===== src/mss_pkg.sv =====
package mss_pkg;

    // ----------------------------------------------------------------
    // timing
    // ----------------------------------------------------------------
    localparam int CLK_HZ = 100_000_000;
    localparam int TICK_MS = 1;
    localparam int TICK_CYC = CLK_HZ / 1000 * TICK_MS;
    localparam int TICKS_PER_S = 1000 / TICK_MS;

    // ----------------------------------------------------------------
    // codes
    // ----------------------------------------------------------------
    localparam logic [1:0] START_VRAMP = 2'h0;
    localparam logic [1:0] START_ILIM = 2'h1;
    localparam logic [1:0] START_KICK = 2'h2;
    localparam logic STOP_FREE = 1'b0;
    localparam logic STOP_SOFT = 1'b1;
    localparam logic [2:0] FLT_NONE = 3'h0;
    localparam logic [2:0] FLT_OVERHEAT = 3'h1;
    localparam logic [2:0] FLT_OVERCURRENT = 3'h2;
    localparam logic [2:0] FLT_PHASE_LOSS = 3'h3;
    localparam logic [2:0] FLT_OVERLOAD = 3'h4;
    localparam logic [1:0] PAR_ODD = 2'h0;
    localparam logic [1:0] PAR_EVEN = 2'h1;
    localparam logic [1:0] PAR_NONE = 2'h2;

    // ----------------------------------------------------------------
    // ranges and factory values
    // ----------------------------------------------------------------
    localparam logic [9:0] DELAY_MAX = 10'h258;
    localparam logic [9:0] DELAY_DEF = 10'h000;
    localparam logic [6:0] COMP_MAX = 7'h32;
    localparam logic [6:0] COMP_DEF = 7'h05;
    localparam logic [6:0] KICK_MIN = 7'h14;
    localparam logic [6:0] KICK_MAX = 7'h50;
    localparam logic [6:0] KICK_DEF = 7'h32;
    localparam logic [7:0] KICKT_MIN = 8'h01;
    localparam logic [7:0] KICKT_MAX = 8'h3c;
    localparam logic [7:0] KICKT_DEF = 8'h02;
    localparam logic [7:0] UP_MIN = 8'h01;
    localparam logic [7:0] UP_MAX = 8'h78;
    localparam logic [7:0] UP_DEF = 8'h14;
    localparam logic [7:0] DN_MIN = 8'h01;
    localparam logic [7:0] DN_MAX = 8'hb4;
    localparam logic [7:0] DN_DEF = 8'h14;
    localparam logic [8:0] ICAP_MIN = 9'h096;
    localparam logic [8:0] ICAP_MAX = 9'h190;
    localparam logic [8:0] ICAP_DEF = 9'h12c;
    localparam logic [11:0] INTV_MIN = 12'h001;
    localparam logic [11:0] INTV_MAX = 12'he10;
    localparam logic [11:0] INTV_DEF = 12'h0f0;
    localparam logic [5:0] OLC_MAX = 6'h3c;
    localparam logic [5:0] OLC_DEF = 6'h00;
    localparam logic [1:0] START_DEF = START_ILIM;
    localparam logic STOP_DEF = STOP_FREE;
    localparam logic GUARD_DEF = 1'b1;
    localparam logic STOPB_DEF = 1'b0;
    localparam logic [1:0] PAR_DEF = 2'h0;
    localparam logic [2:0] BAUD_MAX = 3'h4;
    localparam logic [2:0] BAUD_DEF = 3'h2;
    localparam logic [6:0] PCT_FULL = 7'h64;

    // ----------------------------------------------------------------
    // carriers
    // ----------------------------------------------------------------
    typedef struct packed {
        logic [1:0] start_profile_select;
        logic [9:0] start_delay_time;
        logic stop_profile_select;
        logic [6:0] initial_voltage_comp;
        logic [6:0] kick_level;
        logic [7:0] kick_duration;
        logic [7:0] ramp_up_time;
        logic [7:0] ramp_down_time;
        logic [8:0] start_current_cap;
        logic [11:0] min_restart_interval;
        logic early_bypass_guard_en;
        logic [5:0] overload_time_coeff;
        logic serial_stop_bits;
        logic [1:0] serial_parity_sel;
        logic [2:0] serial_baud_sel;
    } mss_param_t;

    typedef struct packed {
        logic [2:0] fault_record_now;
        logic [2:0] fault_record_prev;
        logic [2:0] fault_record_prev2;
    } mss_faults_t;

    localparam mss_param_t PARAM_DEF = '{
        START_DEF, DELAY_DEF, STOP_DEF, COMP_DEF, KICK_DEF, KICKT_DEF, UP_DEF,
        DN_DEF, ICAP_DEF, INTV_DEF, GUARD_DEF, OLC_DEF, STOPB_DEF, PAR_DEF, BAUD_DEF};

    typedef enum logic [2:0] {
        ST_STOP = 3'b000,
        ST_DELAY = 3'b001,
        ST_KICK = 3'b010,
        ST_RAMP = 3'b011,
        ST_RUN = 3'b100,
        ST_SOFTSTOP = 3'b101
    } mss_state_t;

endpackage


===== src/mss_sequencer.sv =====
`timescale 1ns/1ns
module mss_sequencer (
    input wire logic MCLK,
    input wire logic SYS_RST,
    input wire logic START_CMD,
    input wire logic STOP_CMD,
    input wire logic PARAM_WR,
    input wire mss_pkg::mss_param_t PARAM_IN,
    input wire logic FACTORY_RESTORE,
    input wire logic FAULT_HISTORY_CLEAR,
    input wire logic FAULT_VALID,
    input wire logic [2:0] FAULT_CODE,
    input wire logic AT_CURRENT_CAP,
    input wire logic BYPASS_CLOSED,
    output logic [6:0] VOLTAGE_REF,
    output logic [8:0] CURRENT_LIMIT,
    output logic CURRENT_LIMIT_EN,
    output logic WARN_NO,
    output logic WARN_NC,
    output logic [9:0] DELAY_COUNTDOWN,
    output logic RESTART_BLOCKED,
    output logic EARLY_BYPASS_FAULT,
    output logic [5:0] OL_COEFF_ACTIVE,
    output logic [2:0] SEQ_STATE,
    output mss_pkg::mss_param_t PARAM_SHOW,
    output mss_pkg::mss_faults_t FAULTS,
    output logic SER_TWO_STOP,
    output logic [1:0] SER_PARITY,
    output logic [14:0] SER_BAUD
);
    import mss_pkg::*;

    // ----------------------------------------------------------------
    // time base and parameter store
    // ----------------------------------------------------------------
    logic [16:0] tick_cnt_reg;
    logic tick_reg;
    logic [9:0] ms_cnt_reg;
    logic sec_reg;
    mss_param_t shadow_reg;
    mss_param_t active_reg;
    mss_state_t state_reg;
    mss_state_t state_next;
    logic [9:0] delay_reg;
    logic [11:0] intv_reg;
    logic [7:0] sec_cnt_reg;
    logic [6:0] v_reg;
    logic [10:0] frac_reg;
    logic [7:0] since_start_reg;

    function automatic logic in_range(input logic [11:0] v, input logic [11:0] lo,
                                      input logic [11:0] hi);
        in_range = (v >= lo) && (v <= hi);
    endfunction

    // last tick count of one percent step; 100 steps span the set seconds
    function automatic logic [10:0] step_ticks(input logic [7:0] secs);
        step_ticks = 11'(secs) * 11'(TICKS_PER_S / int'(PCT_FULL)) - 11'h001;
    endfunction

    function automatic mss_param_t clamp(input mss_param_t p, input mss_param_t old);
        mss_param_t r;
        r = p;
        if (p.start_profile_select > START_KICK) r.start_profile_select = old.start_profile_select;
        if (p.start_delay_time > DELAY_MAX) r.start_delay_time = old.start_delay_time;
        if (p.initial_voltage_comp > COMP_MAX) r.initial_voltage_comp = old.initial_voltage_comp;
        if (!in_range(12'(p.kick_level), 12'(KICK_MIN), 12'(KICK_MAX)))
            r.kick_level = old.kick_level;
        if (!in_range(12'(p.kick_duration), 12'(KICKT_MIN), 12'(KICKT_MAX)))
            r.kick_duration = old.kick_duration;
        if (!in_range(12'(p.ramp_up_time), 12'(UP_MIN), 12'(UP_MAX)))
            r.ramp_up_time = old.ramp_up_time;
        if (!in_range(12'(p.ramp_down_time), 12'(DN_MIN), 12'(DN_MAX)))
            r.ramp_down_time = old.ramp_down_time;
        if (!in_range(12'(p.start_current_cap), 12'(ICAP_MIN), 12'(ICAP_MAX)))
            r.start_current_cap = old.start_current_cap;
        if (!in_range(p.min_restart_interval, INTV_MIN, INTV_MAX))
            r.min_restart_interval = old.min_restart_interval;
        if (p.overload_time_coeff > OLC_MAX) r.overload_time_coeff = old.overload_time_coeff;
        if (p.serial_parity_sel > PAR_NONE[1:0]) r.serial_parity_sel = old.serial_parity_sel;
        if (p.serial_baud_sel > BAUD_MAX) r.serial_baud_sel = old.serial_baud_sel;
        clamp = r;
    endfunction

    always_ff @(posedge MCLK) begin
        if (SYS_RST || tick_cnt_reg == 17'(TICK_CYC - 1)) begin
            tick_cnt_reg <= '0;
        end else begin
            tick_cnt_reg <= tick_cnt_reg + 17'h1;
        end
        tick_reg <= !SYS_RST && tick_cnt_reg == 17'(TICK_CYC - 1);
    end

    always_ff @(posedge MCLK) begin
        sec_reg <= 1'b0;
        if (SYS_RST) begin
            ms_cnt_reg <= '0;
        end else if (tick_reg) begin
            if (ms_cnt_reg == 10'(TICKS_PER_S - 1)) begin
                ms_cnt_reg <= '0;
                sec_reg <= 1'b1;
            end else begin
                ms_cnt_reg <= ms_cnt_reg + 10'h1;
            end
        end
    end

    // writes land in the shadow copy; the engine only sees them when stopped
    always_ff @(posedge MCLK) begin
        if (SYS_RST || FACTORY_RESTORE) begin
            shadow_reg <= PARAM_DEF;
        end else if (PARAM_WR) begin
            shadow_reg <= clamp(PARAM_IN, shadow_reg);
        end
    end

    always_ff @(posedge MCLK) begin
        if (SYS_RST) begin
            active_reg <= PARAM_DEF;
        end else if (state_reg == ST_STOP) begin
            active_reg <= shadow_reg;
        end
    end

    // ----------------------------------------------------------------
    // sequence
    // ----------------------------------------------------------------
    always_comb begin
        state_next = state_reg;
        unique case (state_reg)
            ST_STOP: if (START_CMD && intv_reg == '0) state_next = ST_DELAY;
            ST_DELAY: begin
                if (STOP_CMD) state_next = ST_STOP;
                else if (delay_reg == '0)
                    state_next = (active_reg.start_profile_select == START_KICK) ?
                                 ST_KICK : ST_RAMP;
            end
            ST_KICK: begin
                if (STOP_CMD) state_next = ST_STOP;
                else if (sec_cnt_reg == active_reg.kick_duration) state_next = ST_RAMP;
            end
            ST_RAMP: begin
                if (STOP_CMD) state_next = ST_STOP;
                else if (v_reg == PCT_FULL) state_next = ST_RUN;
            end
            ST_RUN: begin
                if (STOP_CMD)
                    state_next = (active_reg.stop_profile_select == STOP_SOFT) ?
                                 ST_SOFTSTOP : ST_STOP;
            end
            ST_SOFTSTOP: if (v_reg == '0) state_next = ST_STOP;
            default: state_next = ST_STOP;
        endcase
    end

    always_ff @(posedge MCLK) begin
        if (SYS_RST) state_reg <= ST_STOP;
        else state_reg <= state_next;
    end

    always_ff @(posedge MCLK) begin
        if (SYS_RST) begin
            delay_reg <= '0;
        end else if (state_reg == ST_STOP) begin
            delay_reg <= active_reg.start_delay_time;
        end else if (state_reg == ST_DELAY && sec_reg && delay_reg != '0) begin
            delay_reg <= delay_reg - 10'h1;
        end
    end

    // restart interval counts from each start command taken
    always_ff @(posedge MCLK) begin
        if (SYS_RST) begin
            intv_reg <= '0;
        end else if (state_reg == ST_STOP && state_next == ST_DELAY) begin
            intv_reg <= active_reg.min_restart_interval;
        end else if (sec_reg && intv_reg != '0) begin
            intv_reg <= intv_reg - 12'h1;
        end
    end

    always_ff @(posedge MCLK) begin
        if (SYS_RST || state_reg != state_next) sec_cnt_reg <= '0;
        else if (sec_reg && sec_cnt_reg != 8'hff) sec_cnt_reg <= sec_cnt_reg + 8'h1;
    end

    // one percent step each time the fraction of the ramp time in ms elapses;
    // time per step = ramp_s * 1000 / 100 ticks, so step every 10*ramp_s ticks
    always_ff @(posedge MCLK) begin
        if (SYS_RST) begin
            v_reg <= '0;
            frac_reg <= '0;
        end else begin
            unique case (state_reg)
                ST_STOP, ST_DELAY: begin
                    v_reg <= '0;
                    frac_reg <= '0;
                end
                ST_KICK: v_reg <= active_reg.kick_level;
                ST_RAMP: begin
                    if (state_next != state_reg) begin
                        frac_reg <= '0;
                    end else if (v_reg < active_reg.initial_voltage_comp &&
                                 active_reg.start_profile_select != START_KICK) begin
                        v_reg <= active_reg.initial_voltage_comp;
                    end else if (tick_reg && !(AT_CURRENT_CAP &&
                                 active_reg.start_profile_select == START_ILIM)) begin
                        if (frac_reg >= step_ticks(active_reg.ramp_up_time)) begin
                            frac_reg <= '0;
                            v_reg <= (v_reg >= PCT_FULL) ? PCT_FULL : v_reg + 7'h1;
                        end else begin
                            frac_reg <= frac_reg + 8'h1;
                        end
                    end
                end
                ST_RUN: begin
                    v_reg <= PCT_FULL;
                    frac_reg <= '0;
                end
                ST_SOFTSTOP: begin
                    if (tick_reg) begin
                        if (frac_reg >= step_ticks(active_reg.ramp_down_time)) begin
                            frac_reg <= '0;
                            v_reg <= (v_reg == '0) ? '0 : v_reg - 7'h1;
                        end else begin
                            frac_reg <= frac_reg + 8'h1;
                        end
                    end
                end
                default: v_reg <= '0;
            endcase
        end
    end

    // ----------------------------------------------------------------
    // faults and outputs
    // ----------------------------------------------------------------
    always_ff @(posedge MCLK) begin
        if (SYS_RST) since_start_reg <= '0;
        else if (state_reg == ST_DELAY) since_start_reg <= '0;
        else if (sec_reg && since_start_reg != 8'hff) since_start_reg <= since_start_reg + 8'h1;
    end

    // a new fault in the clear cycle still lands as the present fault
    always_ff @(posedge MCLK) begin
        if (SYS_RST) begin
            FAULTS <= '0;
        end else if (FAULT_VALID && FAULT_CODE != FLT_NONE && FAULT_CODE <= FLT_OVERLOAD) begin
            FAULTS.fault_record_now <= FAULT_CODE;
            FAULTS.fault_record_prev <= FAULT_HISTORY_CLEAR ? FLT_NONE : FAULTS.fault_record_now;
            FAULTS.fault_record_prev2 <= FAULT_HISTORY_CLEAR ? FLT_NONE :
                                         FAULTS.fault_record_prev;
        end else if (FAULT_HISTORY_CLEAR) begin
            FAULTS <= '0;
        end
    end

    always_ff @(posedge MCLK) begin
        if (SYS_RST) begin
            EARLY_BYPASS_FAULT <= 1'b0;
        end else if (START_CMD && state_reg == ST_STOP) begin
            EARLY_BYPASS_FAULT <= 1'b0;
        end else if (active_reg.early_bypass_guard_en && BYPASS_CLOSED &&
                     (state_reg == ST_KICK || state_reg == ST_RAMP) && since_start_reg == '0) begin
            EARLY_BYPASS_FAULT <= 1'b1;
        end
    end

    always_ff @(posedge MCLK) begin
        if (SYS_RST) begin
            VOLTAGE_REF <= '0;
            CURRENT_LIMIT <= '0;
            CURRENT_LIMIT_EN <= 1'b0;
            WARN_NO <= 1'b0;
            WARN_NC <= 1'b1;
            DELAY_COUNTDOWN <= '0;
            RESTART_BLOCKED <= 1'b0;
            OL_COEFF_ACTIVE <= '0;
            SEQ_STATE <= ST_STOP;
            PARAM_SHOW <= PARAM_DEF;
            SER_TWO_STOP <= STOPB_DEF;
            SER_PARITY <= PAR_DEF;
            SER_BAUD <= 15'h12c0;
        end else begin
            VOLTAGE_REF <= (state_next == ST_STOP) ? '0 : v_reg;
            CURRENT_LIMIT_EN <= active_reg.start_profile_select == START_ILIM &&
                                state_reg == ST_RAMP;
            CURRENT_LIMIT <= active_reg.start_current_cap;
            WARN_NO <= state_reg == ST_DELAY;
            WARN_NC <= state_reg != ST_DELAY;
            DELAY_COUNTDOWN <= (state_reg == ST_DELAY) ? delay_reg : '0;
            RESTART_BLOCKED <= intv_reg != '0;
            OL_COEFF_ACTIVE <= (active_reg.start_profile_select == START_VRAMP) ?
                               active_reg.overload_time_coeff : '0;
            SEQ_STATE <= state_reg;
            PARAM_SHOW <= shadow_reg;
            SER_TWO_STOP <= shadow_reg.serial_stop_bits;
            SER_PARITY <= shadow_reg.serial_parity_sel;
            unique case (shadow_reg.serial_baud_sel)
                3'h0: SER_BAUD <= 15'h04b0;
                3'h1: SER_BAUD <= 15'h0960;
                3'h2: SER_BAUD <= 15'h12c0;
                3'h3: SER_BAUD <= 15'h2580;
                default: SER_BAUD <= 15'h4b00;
            endcase
        end
    end

    // ----------------------------------------------------------------
    // checks
    // ----------------------------------------------------------------
    property p_warn_delay;
        @(posedge MCLK) disable iff (SYS_RST) (state_reg == ST_DELAY) |=> (WARN_NO && !WARN_NC);
    endproperty
    a_warn_delay: assert property (p_warn_delay) else $error("warning contact not set");

    property p_free_stop;
        @(posedge MCLK) disable iff (SYS_RST)
            (state_reg == ST_RUN && STOP_CMD && active_reg.stop_profile_select == STOP_FREE)
            |=> (VOLTAGE_REF == '0);
    endproperty
    a_free_stop: assert property (p_free_stop) else $error("free stop left voltage");

    property p_soft_stop;
        @(posedge MCLK) disable iff (SYS_RST)
            (state_reg == ST_RUN && STOP_CMD && active_reg.stop_profile_select == STOP_SOFT)
            |=> (state_reg == ST_SOFTSTOP);
    endproperty
    a_soft_stop: assert property (p_soft_stop) else $error("soft stop not entered");

    property p_kick_level;
        @(posedge MCLK) disable iff (SYS_RST)
            (state_reg == ST_KICK) ##1 (state_reg == ST_KICK) |-> (v_reg == active_reg.kick_level);
    endproperty
    a_kick_level: assert property (p_kick_level) else $error("kick level wrong");

    property p_interval;
        @(posedge MCLK) disable iff (SYS_RST)
            (state_reg == ST_STOP && intv_reg != '0) |=> (state_reg != ST_DELAY);
    endproperty
    a_interval: assert property (p_interval) else $error("start inside interval");

    property p_clear;
        @(posedge MCLK) disable iff (SYS_RST)
            (FAULT_HISTORY_CLEAR && !FAULT_VALID) |=> (FAULTS == '0);
    endproperty
    a_clear: assert property (p_clear) else $error("history not cleared");

    property p_shift;
        @(posedge MCLK) disable iff (SYS_RST)
            (FAULT_VALID && FAULT_CODE == FLT_OVERLOAD && !FAULT_HISTORY_CLEAR)
            |=> (FAULTS.fault_record_prev == $past(FAULTS.fault_record_now));
    endproperty
    a_shift: assert property (p_shift) else $error("history not shifted");

    property p_hold;
        @(posedge MCLK) disable iff (SYS_RST)
            (state_reg == ST_RUN && !FACTORY_RESTORE) ##1 (state_reg == ST_RUN) |->
            $stable(active_reg);
    endproperty
    a_hold: assert property (p_hold) else $error("active set changed while running");

endmodule


===== config.mk =====
export PLATFORM = sky130hd
export DESIGN_NAME = mss_sequencer
export DESIGN_NICKNAME = d
export VERILOG_FILES = /design/src/mss_pkg.sv /design/src/mss_sequencer.sv
export SDC_FILE = /design/constraint.sdc
export NUM_CORES = 1
export LEC_CHECK = 0
export BUFFER_PORTS_ARGS = -buffer_cell sky130_fd_sc_hd__clkbuf_2
export CORE_MARGIN = 10
export CORE_UTILIZATION = 55
export CTS_BUF_LIST = sky130_fd_sc_hd__clkbuf_2 sky130_fd_sc_hd__clkbuf_4 sky130_fd_sc_hd__clkbuf_8
export DETAILED_ROUTE_END_ITERATION = 8
export PLACE_DENSITY = 0.79
export SLEW_MARGIN = 20
export SYNTH_ARGS = -nofsm -noshare
export SYNTH_HDL_FRONTEND = slang
export SYNTH_SLANG_ARGS = --single-unit

===== constraint.sdc =====
create_clock -name MCLK -period 5.5 [get_ports MCLK]
set_clock_uncertainty 0.2 [all_clocks]
set_input_delay 0.275 -clock MCLK [delete_from_list [all_inputs] [get_ports MCLK]]
set_output_delay 0.275 -clock MCLK [all_outputs]
set_load 0.02 [all_outputs]

After elaboration in Yosys (flattened, before gate mapping). Index checks and enable logic that the tools add are counted.

Bitwise logic cells: 9. $lt $le $gt $ge: 23. Reduce and logical (&&, ||, !) cells: 66. $add $sub $neg: 11. Muxes and demuxes: 39. Multipliers: 2. Eq/ne operators: 28.

Operator list (number): 11-bit 2-to-1 mux (6); 15-bit one-hot mux with 4 select lines (1); 7-bit 2-to-1 mux (8); 3-bit 2-to-1 mux (12); 11-bit one-hot mux with 3 select lines (1); 10-bit 2-to-1 mux (3); 7-bit one-hot mux with 4 select lines (1); 8-bit by 1-bit >= comparator with 1-bit output, second input constant (3); 1-bit logical AND (24); 12-bit 2-to-1 mux (2); 2-bit AND reduction (12); 11-bit >= comparator (2); 11-bit by 1-bit subtractor with 11-bit output, second input constant (2); 8-bit by 3-bit multiplier with 10-bit output, second input constant (2); 9-bit 2-to-1 mux (2); 3-bit one-hot mux with 6 select lines (1); 17-bit by 1-bit adder with 17-bit output, second input constant (1); 17-bit == test, second input constant (1); 8-bit by 1-bit adder with 8-bit output, second input constant (2); 8-bit != test, second input constant (2); 3-bit by 2-bit == test with 1-bit output, second input constant (4); 12-bit by 1-bit >= comparator with 1-bit output, second input constant (1); 12-bit less-or-equal comparator, second input constant (1); 12-bit zero test (1); 49 further kinds (83).

Logic and storage cells: 245. Flip-flop bits (word level): 401.

Logic depth before layout (Yosys ltp). Gate-level depths: netlist (run 1).

Depth in word-level cells: 8. Mapped depth: 19. Gate-level depth less buffers: 19.

Least setup slack after synthesis (run 1). No wires, ideal clock.

Path type: reg2reg. Start point: register active_reg[44] (netlist name). End point: register v_reg[1]. Arrival: 3.709 ns. Required time: 5.179 ns. Period minus slack after synthesis: 4.030 ns. Library setup time: 0.121 ns. Cell stages (with the launch flop): 18. Setup slack: 1.470 ns. Buffers on the path: 0. Cells stage by stage: dfxtp_1 ha_1 ha_1 a21o_1 a21oi_1 o21bai_1 a21oi_1 xnor2_1 nor4_1 xnor2_1 ha_1 nand3_1 a211oi_1 a221oi_1 o21ai_0 nor2_1 nor4_4 mux2_2.

Longest elaborated chain between the ends: 5.

Ends and longest elaborated chain: start, declared (RTL line mss_sequencer.sv:41) `mss_param_t active_reg;`; start signal, assigned (RTL line mss_sequencer.sv:121) `active_reg <= shadow_reg;`; 8-bit by 3-bit multiplier with 10-bit output (RTL line mss_sequencer.sv:58) `step_ticks = 11'(secs) * 11'(TICKS_PER_S / int'(PCT_FULL)) - 11'h001;`; 11-bit by 1-bit subtractor with 11-bit output (RTL line mss_sequencer.sv:58); 11-bit >= comparator (RTL line mss_sequencer.sv:208) `if (frac_reg >= step_ticks(active_reg.ramp_up_time)) begin`; 3-bit != test (no line); 5-bit AND reduction (no line); end signal, assigned (RTL line mss_sequencer.sv:205) `v_reg <= active_reg.initial_voltage_comp;`; end signal, assigned (RTL line mss_sequencer.sv:210) `v_reg <= (v_reg >= PCT_FULL) ? PCT_FULL : v_reg + 7'h1;`; end signal, assigned (RTL line mss_sequencer.sv:224) `v_reg <= (v_reg == '0) ? '0 : v_reg - 7'h1;`; end, declared (RTL line mss_sequencer.sv:47) `logic [6:0] v_reg;`.

No other way between the ends. A chain may end at the register's enable or synchronous reset.

Final worst setup path (run 1).
Start point: register active_reg[44] (netlist name). End point: register v_reg[4].

The elaborated chain is that of the path after synthesis.

==> results of run 1 <==
## power by group
part	switching, mW	leakage [nW]	internal, mW
Combinational	0.929	4.73	0.522
Sequential	0.138	3.22	3.04
Clock	1.16	0.706	1.42
Total	2.22	8.65	4.99
## worst max-delay path: stages, from the launching register on
cell      delay (ns)
dfxtp_1         0.33
ha_1            0.31
ha_1            0.30
a21o_1          0.17
a21oi_1         0.21
o21bai_1        0.09
a21oi_1         0.20
xnor2_1         0.15
nor4_1          0.35
xnor2_1         0.11
ha_1            0.29
nand3_1         0.06
a211oi_1        0.20
a221oi_1        0.13
o21ai_0         0.18
nor2_1          0.09
nor4_4          0.58
mux2_2          0.40
## cell usage after synthesis, types with 8 or more instances
cell type,n
nand3b_1,25
clkbuf_1,66
inv_1,51
and3_1,11
o21ai_0,28
xor2_1,53
nor2_1,172
nor2b_1,86
a211oi_1,11
or3_1,12
buf_1,9
xnor2_1,45
nand3_1,28
a21oi_1,113
ha_1,62
mux2i_1,68
nand2b_1,18
dfxtp_1,397
nand4_1,22
or2_2,28
nand2_1,256
and2_1,27
nor4_1,16
a221oi_1,8
nor3_1,43
## cell type report
type                    count  area (µm²)
fillers                  2140        8490
well taps                 384         480
clock buffers              93        1180
flip-flops and latches    397        7950
diodes                      4        10.0
inverters                  51         191
multi-input cells        1246        7720
repair buffers            393        2700
clock inverters            19         131
## through the flow
stage | setup WS (ns) | area, µm²
2_1_floorplan | 1.47 | 16200
3_3_place_gp | 1.18 | 17600
3_5_place_dp | 1.06 | 17600
4_1_cts | 1.03 | 20300
5_1_grt | 0.707 | 20400
6_report | 1.00 | 20400
## timing repair
item                                    4_1_cts  5_1_grt
endpoints found under the setup margin        0        0
hold buffers                                139        0
endpoints found under the hold margin       130        0
## routing by layer
layer,vias up,routed length (µm),GRT usage [%]
met5,-,0,0
met4,0,1670,10.2
met3,144,3940,6.96
met2,580,21900,40.2
met1,6624,18600,28.4
li1,6769,-,-
## logic make-up (layout without fill, tap and decap cells)
kind of cell | count (synthesis) | after routing | synth area share, %
adder cells (fa/ha/maj) | 64 | 64 | 5.04
other | 1 | 8 | 0.0232
XOR/XNOR | 98 | 98 | 5.31
buffers and inverters | 138 | 556 | 3.40
flip-flops | 397 | 397 | 49.1
AO/OA/AOI/OAI | 238 | 238 | 9.31
multiplexers | 73 | 73 | 4.56
AND/OR/NAND/NOR | 769 | 769 | 23.2
## cells in the final DEF, fill, tap and decap left out, drive strengths merged, types with 7 or more instances in the layout
cell	n
and3	12
nand3b	25
mux2i	68
xor2	53
ha	62
nand2b	18
and2	27
or3	12
nand4	22
clkbuf	337
xnor2	45
nor2b	86
a21o	7
dfxtp	397
inv	52
nor3	43
a221oi	8
or2	28
o21ai	29
o21bai	7
clkinv	15
dlygate4sd3	139
a21oi	113
nand2	256
nor4	17
nor2	172
a211oi	12
nand3	28
buf	10
## final timing paths
| check | to | slack (ns) | from |
|---|---|---|---|
| setup / recovery | v_reg[4]$_SDFFE_PP0P_ | 1.00 | active_reg[44]$_SDFFE_PP1P_ |
| setup reg to reg | v_reg[4]$_SDFFE_PP0P_ | 1.00 | active_reg[44]$_SDFFE_PP1P_ |
| hold reg to reg | shadow_reg[49]$_SDFFE_PP0P_ | 0.25 | shadow_reg[49]$_SDFFE_PP0P_ |
| hold / removal | shadow_reg[14]$_SDFFE_PP0P_ | 0.05 | FACTORY_RESTORE |
==> results.cfg, run 1 <==
[grt]
grt_pass1_vias = 14300
grt_first_pass_wirelength_um = 72900
grt-ovfl-total = 0
antenna_found_initial = 4
grt_usage_pct = 24.1
grt_max_degree = 151

[synthesis]
async_reset_ff_share_pct = 0
synth_area_um2 = 16200
yosys.area.top_type = dfxtp_1
synth_edf_count = 0
post_synth.cell_area_avg_um2 = 9.10
yosys_warnings = 0
synth_area_leaders = dfxtp_1 (49%), nand2_1 (5.9%), ha_1 (4.8%)
synth_ff_type = dfxtp_1
ys_seq_area_share_pct = 49.1
synth_cells = 1778
ys_ff_latch = 397
synthDistinctLibCells = 70
synth_top_area_share_pct = 49.1

[power]
p_leak_nw = 8.65
ir_drop_v = 0.000267
power_density_nw_per_um2 = 354
finalPower_mw = 7.21

[timing]
tns_ns = 0
rsz0062_at_grt = no
fin_crit_ns = 4.50
period_share_pct = 81.8
report.final.slew_viol_count = 0
hold_ws_ns = 0.0518
hold_violations = 0
setup_viol = 0
worst_slew_pin_slew_ns = 0.910
slew_headroom_pct = 38.8
clock.fmax_mhz = 222

[worst_setup_path]
crit_arrival_ns = 4.78
crit_type = reg -> reg
endpoint_kind = flip-flop
cp_max_fo = 7
worst-r2r-cell-count = 17
critPathLaunchType = flip-flop
required_ns = 5.78

[clock_network]
postCtsSetupBuffers = 0
clk_pin_slew_ns = 0.07
cts_max_path_buffers = 3
post_cts.resized_instances = 0
insertion_delay_ns = 0.61
cts.sink_count = 397
clock-root-buffer = clkbuf_8
cts_tree = yes
cts.htree.levels = 2
cts_buffers = 61

[place]
finalWeightedCongestion = 0.944
dp_hpwl_um = 29400
place.detailed.instances = 2332
portBuffers = 245

[drt]
drt_iter0_markers = 1061
drt_pre_antenna_iters = 7
wl_um = 46100
vias = 14100
wl_per_cell_um = 17.8
postRouteAntennaNets = 0
drc = 0
avgViaCountPerCell = 5.46

[floorplan]
initial_core_util_pct = 56.0
core_um2 = 28900
die_area_um2 = 36700
die_w_um = 191
rows = 62
num_io_pins = 250
die_h_um = 191

[worst_hold_path]
hold_class = in -> reg
hold_depth = 3

[final_layout]
largest_reg_flops = 85
layout-drive-gt1-share_pct = 18.7
area_growth_pct = 25.9
nets = 2312
finish.utilization_pct = 70.6
stdcell_count = 2587

[outcome]
status = finished, final reports clean

[run]
maxCapViolCount = 0
Power figures use the tool's default switching activity.
==> inputs of run 2 (changes only) <==
--- a/config.mk
+++ b/config.mk
@@ -7,7 +7,7 @@
 export LEC_CHECK = 0
 export BUFFER_PORTS_ARGS = -buffer_cell sky130_fd_sc_hd__clkbuf_2
 export CORE_MARGIN = 10
-export CORE_UTILIZATION = 55
+export CORE_UTILIZATION = 53
 export CTS_BUF_LIST = sky130_fd_sc_hd__clkbuf_2 sky130_fd_sc_hd__clkbuf_4 sky130_fd_sc_hd__clkbuf_8
 export DETAILED_ROUTE_END_ITERATION = 8
 export PLACE_DENSITY = 0.79
==> constraint.sdc (replaced) <==
create_clock -name MCLK -period 3.86 [get_ports MCLK]
set_clock_uncertainty 0.2 [all_clocks]
set_input_delay 0.193 -clock MCLK [delete_from_list [all_inputs] [get_ports MCLK]]
set_output_delay 0.193 -clock MCLK [all_outputs]
set_load 0.02 [all_outputs]
==> run 2 against run 1 <==
Effect of this change:
- count of clock-buffer cells in the layout is 4 higher
- sequential share of layout area is 1.4 points lower
- via count is 3.1% higher
- power is 47% higher
- largest power group unchanged
- first-iteration DRC count is 2.1% higher
- flip-flop and latch count stayed put
- critical path type unchanged
- non-clock buffer count is 66 higher
- global-route usage is 0.15 points higher
- sequential power is 42% higher
- the run now ends with negative setup slack left
- worst hold slack worse by 0.0070 ns
- largest cell class unchanged
- clock power is 47% higher
- die area is 3.4% higher
==> results.cfg, run 2 (synthesis results as in run 1) <==
[power]
finalPower_mw = 10.6
p_clk_share_pct = 35.7
pwr-share-comb_pct = 21.7
power_frac_seq_pct = 42.6
ir_drop_v = 0.000361
swShare_pct = 30.5
p_leak_nw = 9.06
p_sw_mw = 3.24
power_density_nw_per_um2 = 502
internal_power_mw = 7.38

[place]
dp_hpwl_um = 31000
finalWeightedCongestion = 0.942
place.detailed.instances = 2377
placed_area_um2 = 18000
portBuffers = 245

[worst_setup_path]
cp-endpoint = v_reg[1]$_SDFFE_PP0P_
crit_path_cell_trace = ha_4 -> ha_4 -> inv_2 -> fa_2 -> inv_2 -> a21oi_2 -> o21bai_2 -> xor2_1 -> buf_4 -> xnor2_2 -> ha_1 -> nand2_1 -> a211oi_2 -> a221oi_2 -> o21ai_1 -> nor2_2 -> nor4_4 -> buf_4 -> mux2_4
required_ns = 4.14
r2r-end = v_reg[1]$_SDFFE_PP0P_
crit_arrival_ns = 4.35
worst-r2r-cell-count = 19
reg2reg_from = active_reg[45]$_SDFFE_PP0P_
critPathLaunchType = flip-flop
cp_slowest_cell = dfxtp_4
regToRegSetupSlack_ns = -0.21
critPathMaxStageDelay_ns = 0.36
cp-startpoint = active_reg[45]$_SDFFE_PP0P_
endpoint_kind = flip-flop
cp_max_fo = 3
crit_type = reg -> reg

[final_layout]
nFillCells = 2117
area_growth_pct = 30.8
finish.utilization_pct = 70.8
stdcell_count = 2659
largest_reg_flops = 85
nets = 2379
layout_common_cells = dfxtp_1 (392), nand2_1 (255), clkbuf_2 (244), nor2_1 (167), dlygate4sd3_1 (161)
final_common_cell = dfxtp_1
final_cell_area_um2 = 21200
layout-drive-gt1-share_pct = 21.4

[floorplan]
die_area_um2 = 37900
rows = 63
die_w_um = 195
core_um2 = 29900
initial_core_util_pct = 54.1
num_io_pins = 250
die_h_um = 195

[grt]
grt_first_pass_wirelength_um = 77100
antenna_found_initial = 4
grt_pass1_vias = 14800
grt-ovfl-total = 0
grt_max_degree = 89
grt_usage_pct = 24.2

[outcome]
violations = negative setup slack
status = finished, violations left

[drt]
postRouteAntennaNets = 0
wl_met2_um = 23500
wl_met1_um = 19500
wl_um = 48700
wl_per_cell_um = 18.3
drt_iter0_markers = 1083
vias = 14600
drt_pre_antenna_iters = 5
wl_met3_um = 3660
avgViaCountPerCell = 5.47
drc = 0
top_layer = met4

[worst_hold_path]
hold_depth = 4
hold_class = in -> reg

[clock_network]
cts_max_path_buffers = 3
cts_tree = yes
cts_buffers = 61
insertion_delay_ns = 0.62
clock-root-buffer = clkbuf_8
cts.htree.levels = 2
cts.sink_count = 397
clk_pin_slew_ns = 0.06

[timing]
setup_slack_ns = -0.211
rsz0062_at_grt = yes
period_share_pct = 105
setup_viol = 18
report.final.slew_viol_count = 0
slew_headroom_pct = 23.5
clock.fmax_mhz = 246
worst_slew_pin_slew_ns = 1.13
hold_violations = 0
fin_crit_ns = 4.07

[run]
maxCapViolCount = 0
-- run 2: cell count changes in the layout (fill, tap and decap cells not counted), moves of 4 or more --
cell / before / now
dlygate4sd3_1: 139 / 161
dfxtp_2: 0 / 4
ha_1: 62 / 58
mux2_4: 0 / 5
clkinv_2: 15 / 9
nor2_1: 171 / 167
buf_4: 8 / 49
mux2_2: 5 / 0
dfxtp_1: 397 / 392
-- run 2: what timing repair did --
| item | 4_1_cts | 5_1_grt |
|---|---|---|
| hold buffers | 161 | 0 |
| pin swaps | 24 | 7 |
| setup endpoints to repair | 18 | 18 |
| buffers inserted | 6 | 0 |
| resized for setup | 22 | 4 |
| gates cloned | 1 | 0 |
| endpoints found under the hold margin | 147 | 0 |
-- run 2: worst min path at each step --
stage | startpoint | end | slack [ns]
after global placement | PARAM_IN[59] | shadow_reg[59]$_SDFFE_PP1P_ | 0.23
after global routing | PARAM_WR | shadow_reg[5]$_SDFFE_PP0P_ | 0.06
after floorplan | SYS_RST | PARAM_SHOW[0]$_SDFF_PP0_ | 0.07
final | FAULT_VALID | FAULTS[1]$_SDFFE_PP0P_ | 0.04
after detailed placement | PARAM_IN[19] | shadow_reg[19]$_SDFFE_PP1P_ | 0.23
after CTS | FAULT_VALID | FAULTS[1]$_SDFFE_PP0P_ | 0.006
-- run 2: critical path, delay by kind of cell, from the launching register on --
kind	cells	cell delay, ns
adders and majority gates	4	1.07
AOI/OAI and AO/OA	5	0.74
buffers and inverters	4	0.46
and+or+nand+nor	3	0.45
DFF	1	0.36
xor gates and xnor gates	2	0.35
muxes	1	0.29
-- run 2: per-layer routing --
| metal | up-vias | global-route usage, % |
|---|---|---|
| li1 | 6906 | - |
| met1 | 6854 | 28.4 |
| met2 | 642 | 41.2 |
| met3 | 150 | 5.59 |
| met4 | 0 | 10.9 |
| met5 | - | 0 |
-- run 2: metrics by stage --
step	TNS (ns)	setup slack (ns)	hold WS [ns]
after floorplan	-0.428	-0.0857	0.0720
after global placement	-2.80	-0.245	0.226
after detailed placement	-5.43	-0.436	0.230
after CTS	-0.902	-0.138	0.00573
after global routing	-5.06	-0.380	0.0576
final	-1.70	-0.211	0.0448
-- run 2: power by group through the flow --
stage	Clock [mW]	Sequential, mW	Combinational (mW)
after global placement	0	4.59	2.04
after global routing	4.03	4.55	2.55
final	3.79	4.52	2.31
after floorplan	0	4.60	1.42
after CTS	3.82	4.52	2.27
after detailed placement	0	4.60	2.09
-- run 2: layout make-up --
cell class	instances	area, µm²	share of cell area (%)
clock buffers	97	1230	5.81
flip-flops and latches	397	7960	37.6
well taps	390	488	2.31
clock inverters	14	136	0.644
multi-input cells	1247	7890	37.3
diodes	4	10.0	0.0473
inverters	51	191	0.905
repair buffers	459	3270	15.4
==> inputs of run 3 (changes only) <==
--- a/config.mk
+++ b/config.mk
@@ -6,11 +6,13 @@
 export NUM_CORES = 1
 export LEC_CHECK = 0
 export BUFFER_PORTS_ARGS = -buffer_cell sky130_fd_sc_hd__clkbuf_2
+export CELL_PAD_IN_SITES_DETAIL_PLACEMENT = 1
+export CELL_PAD_IN_SITES_GLOBAL_PLACEMENT = 2
 export CORE_MARGIN = 10
-export CORE_UTILIZATION = 53
+export CORE_UTILIZATION = 32
 export CTS_BUF_LIST = sky130_fd_sc_hd__clkbuf_2 sky130_fd_sc_hd__clkbuf_4 sky130_fd_sc_hd__clkbuf_8
 export DETAILED_ROUTE_END_ITERATION = 8
-export PLACE_DENSITY = 0.79
+export PLACE_DENSITY = 0.78
 export SLEW_MARGIN = 20
 export SYNTH_ARGS = -nofsm -noshare
 export SYNTH_HDL_FRONTEND = slang
==> run 3 against run 2 <==
Effect of this change:
- the flow still finishes with violations (negative setup slack)
- largest power group unchanged
- clock power rose by 10%
- register-to-register slack improved by 0.02 ns
- first-iteration DRC count fell by 41%
==> results.cfg, run 3 (synthesis results as in run 1) <==
[outcome]
status = finished, violations left
violations = negative setup slack

[final_layout]
layout-drive-gt1-share_pct = 23.1
final_cell_area_um2 = 22000
layout_common_cells = dfxtp_1 (392), nand2_1 (255), clkbuf_2 (244), dlygate4sd3_1 (173), nor2_1 (168)
finish.utilization_pct = 43.9
ff_latch_area_um2 = 7960
multi_input_area_um2 = 8060
final_common_cell = dfxtp_1
largest_reg_flops = 85
stdcell_count = 2969
area_growth_pct = 36.0
nets = 2407
nFillCells = 5902

[drt]
vias = 14200
wl_per_cell_um = 18.1
drc = 0
postRouteAntennaNets = 0
wl_um = 53800
drt_iter0_markers = 644
avgViaCountPerCell = 4.78
drt_pre_antenna_iters = 4

[worst_setup_path]
cp_max_fo = 7
required_ns = 4.17
critPathLaunchType = flip-flop
crit_arrival_ns = 4.36
endpoint_kind = flip-flop
crit_path_cell_trace = ha_4 -> ha_4 -> inv_2 -> fa_2 -> inv_2 -> a21oi_2 -> o21bai_2 -> xor2_2 -> buf_4 -> xnor2_2 -> ha_1 -> a41oi_2 -> o21ai_1 -> a221oi_2 -> o21ai_1 -> nor2_1 -> nor4_4 -> buf_6 -> mux2_4
cp_slowest_cell = a221oi_2
critPathMaxStageDelay_ns = 0.38
crit_type = reg -> reg
timing.critical_path.buf_inv = 4
cp_top_family = adder cells

[clock_network]
clk_pin_slew_ns = 0.06
cts_tree = yes
cts_buffers = 71
insertion_delay_ns = 0.65
cts_max_path_buffers = 3
cts.sink_count = 397
cts.htree.levels = 3
clock-root-buffer = clkbuf_8

[floorplan]
die_h_um = 245
die_w_um = 245
num_io_pins = 250
rows = 82
core_um2 = 50100
initial_core_util_pct = 32.3
die_area_um2 = 59900

[timing]
slew_headroom_pct = 34.3
setup_slack_ns = -0.191
fin_crit_ns = 4.05
clock.fmax_mhz = 247
worst_slew_pin_slew_ns = 0.978
hold_ws_ns = 0.0405
hold_violations = 0
period_share_pct = 105
rsz0062_at_grt = yes
setup_viol = 17
report.final.slew_viol_count = 0

[power]
ir_drop_v = 0.000273
p_leak_nw = 9.22
finalPower_mw = 11.2
power_density_nw_per_um2 = 507

[grt]
grt_max_degree = 79
grt_pass1_vias = 15600
grt-ovfl-total = 0
grt_usage_pct = 17.8
grt_first_pass_wirelength_um = 86700
antenna_found_initial = 8

[place]
place.detailed.instances = 2666
portBuffers = 245
dp_hpwl_um = 37000
finalWeightedCongestion = 0.843
placed_area_um2 = 18400

[worst_hold_path]
hold_class = in -> reg

[run]
maxCapViolCount = 0
[run 3: per-stage QoR]
stage	worst slack (ns)	TNS (ns)
final	-0.191	-1.41
after global routing	-0.338	-4.02
after CTS	-0.180	-1.18
after detailed placement	-0.544	-8.02
after global placement	-0.343	-4.05
after floorplan	-0.0857	-0.428
[run 3: layer usage]
layer	global-route usage [%]	vias up	part of all wire [%]
li1	-	6955	-
met1	21.7	6854	45
met2	30.0	294	48
met3	4.38	91	5.2
met4	6.36	10	2.1
met5	0	-	0.11
[run 3: layout make-up]
type	instances	area share [%]
diodes	3	0.0341
clock buffers	110	6.43
clock inverters	12	0.426
inverters	51	0.870
multi-input cells	1246	36.6
flip-flops and latches	397	36.2
well taps	672	3.82
repair buffers	478	15.6
[run 3: worst register-to-register path: stages, from the launching register on]
cell,delay (ns)
dfxtp_4,0.35
ha_4,0.27
ha_4,0.13
inv_2,0.03
fa_2,0.36
inv_2,0.07
a21oi_2,0.05
o21bai_2,0.18
xor2_2,0.28
buf_4,0.18
xnor2_2,0.05
ha_1,0.34
a41oi_2,0.14
o21ai_1,0.10
a221oi_2,0.38
o21ai_1,0.14
nor2_1,0.18
nor4_4,0.07
buf_6,0.14
mux2_4,0.29
[run 3: what timing repair did]
item	4_1_cts	5_1_grt
resized for setup	22	32
setup buffers	4	4
pin swaps	21	16
setup endpoints to repair	18	18
endpoints found under the hold margin	156	0
hold buffers	173	0
[run 3: final timing paths]
kind                                    start                     endpoint  slack [ns]  cells after the start
hold / removal                       PARAM_WR  shadow_reg[84]$_SDFFE_PP0P_        0.04                      3
setup / recovery  active_reg[45]$_SDFFE_PP0P_        v_reg[3]$_SDFFE_PP0P_       -0.19                     19
setup reg to reg  active_reg[45]$_SDFFE_PP0P_        v_reg[3]$_SDFFE_PP0P_       -0.19                     19
hold reg to reg    active_reg[7]$_SDFFE_PP0P_   active_reg[7]$_SDFFE_PP0P_        0.25                      2
[run 3: power breakdown]
part | leakage [nW] | total, mW | internal, mW | switching [mW]
Sequential | 3.22 | 4.53 | 4.34 | 0.189
Combinational | 5.20 | 2.47 | 0.964 | 1.50
Clock | 0.800 | 4.17 | 2.39 | 1.78
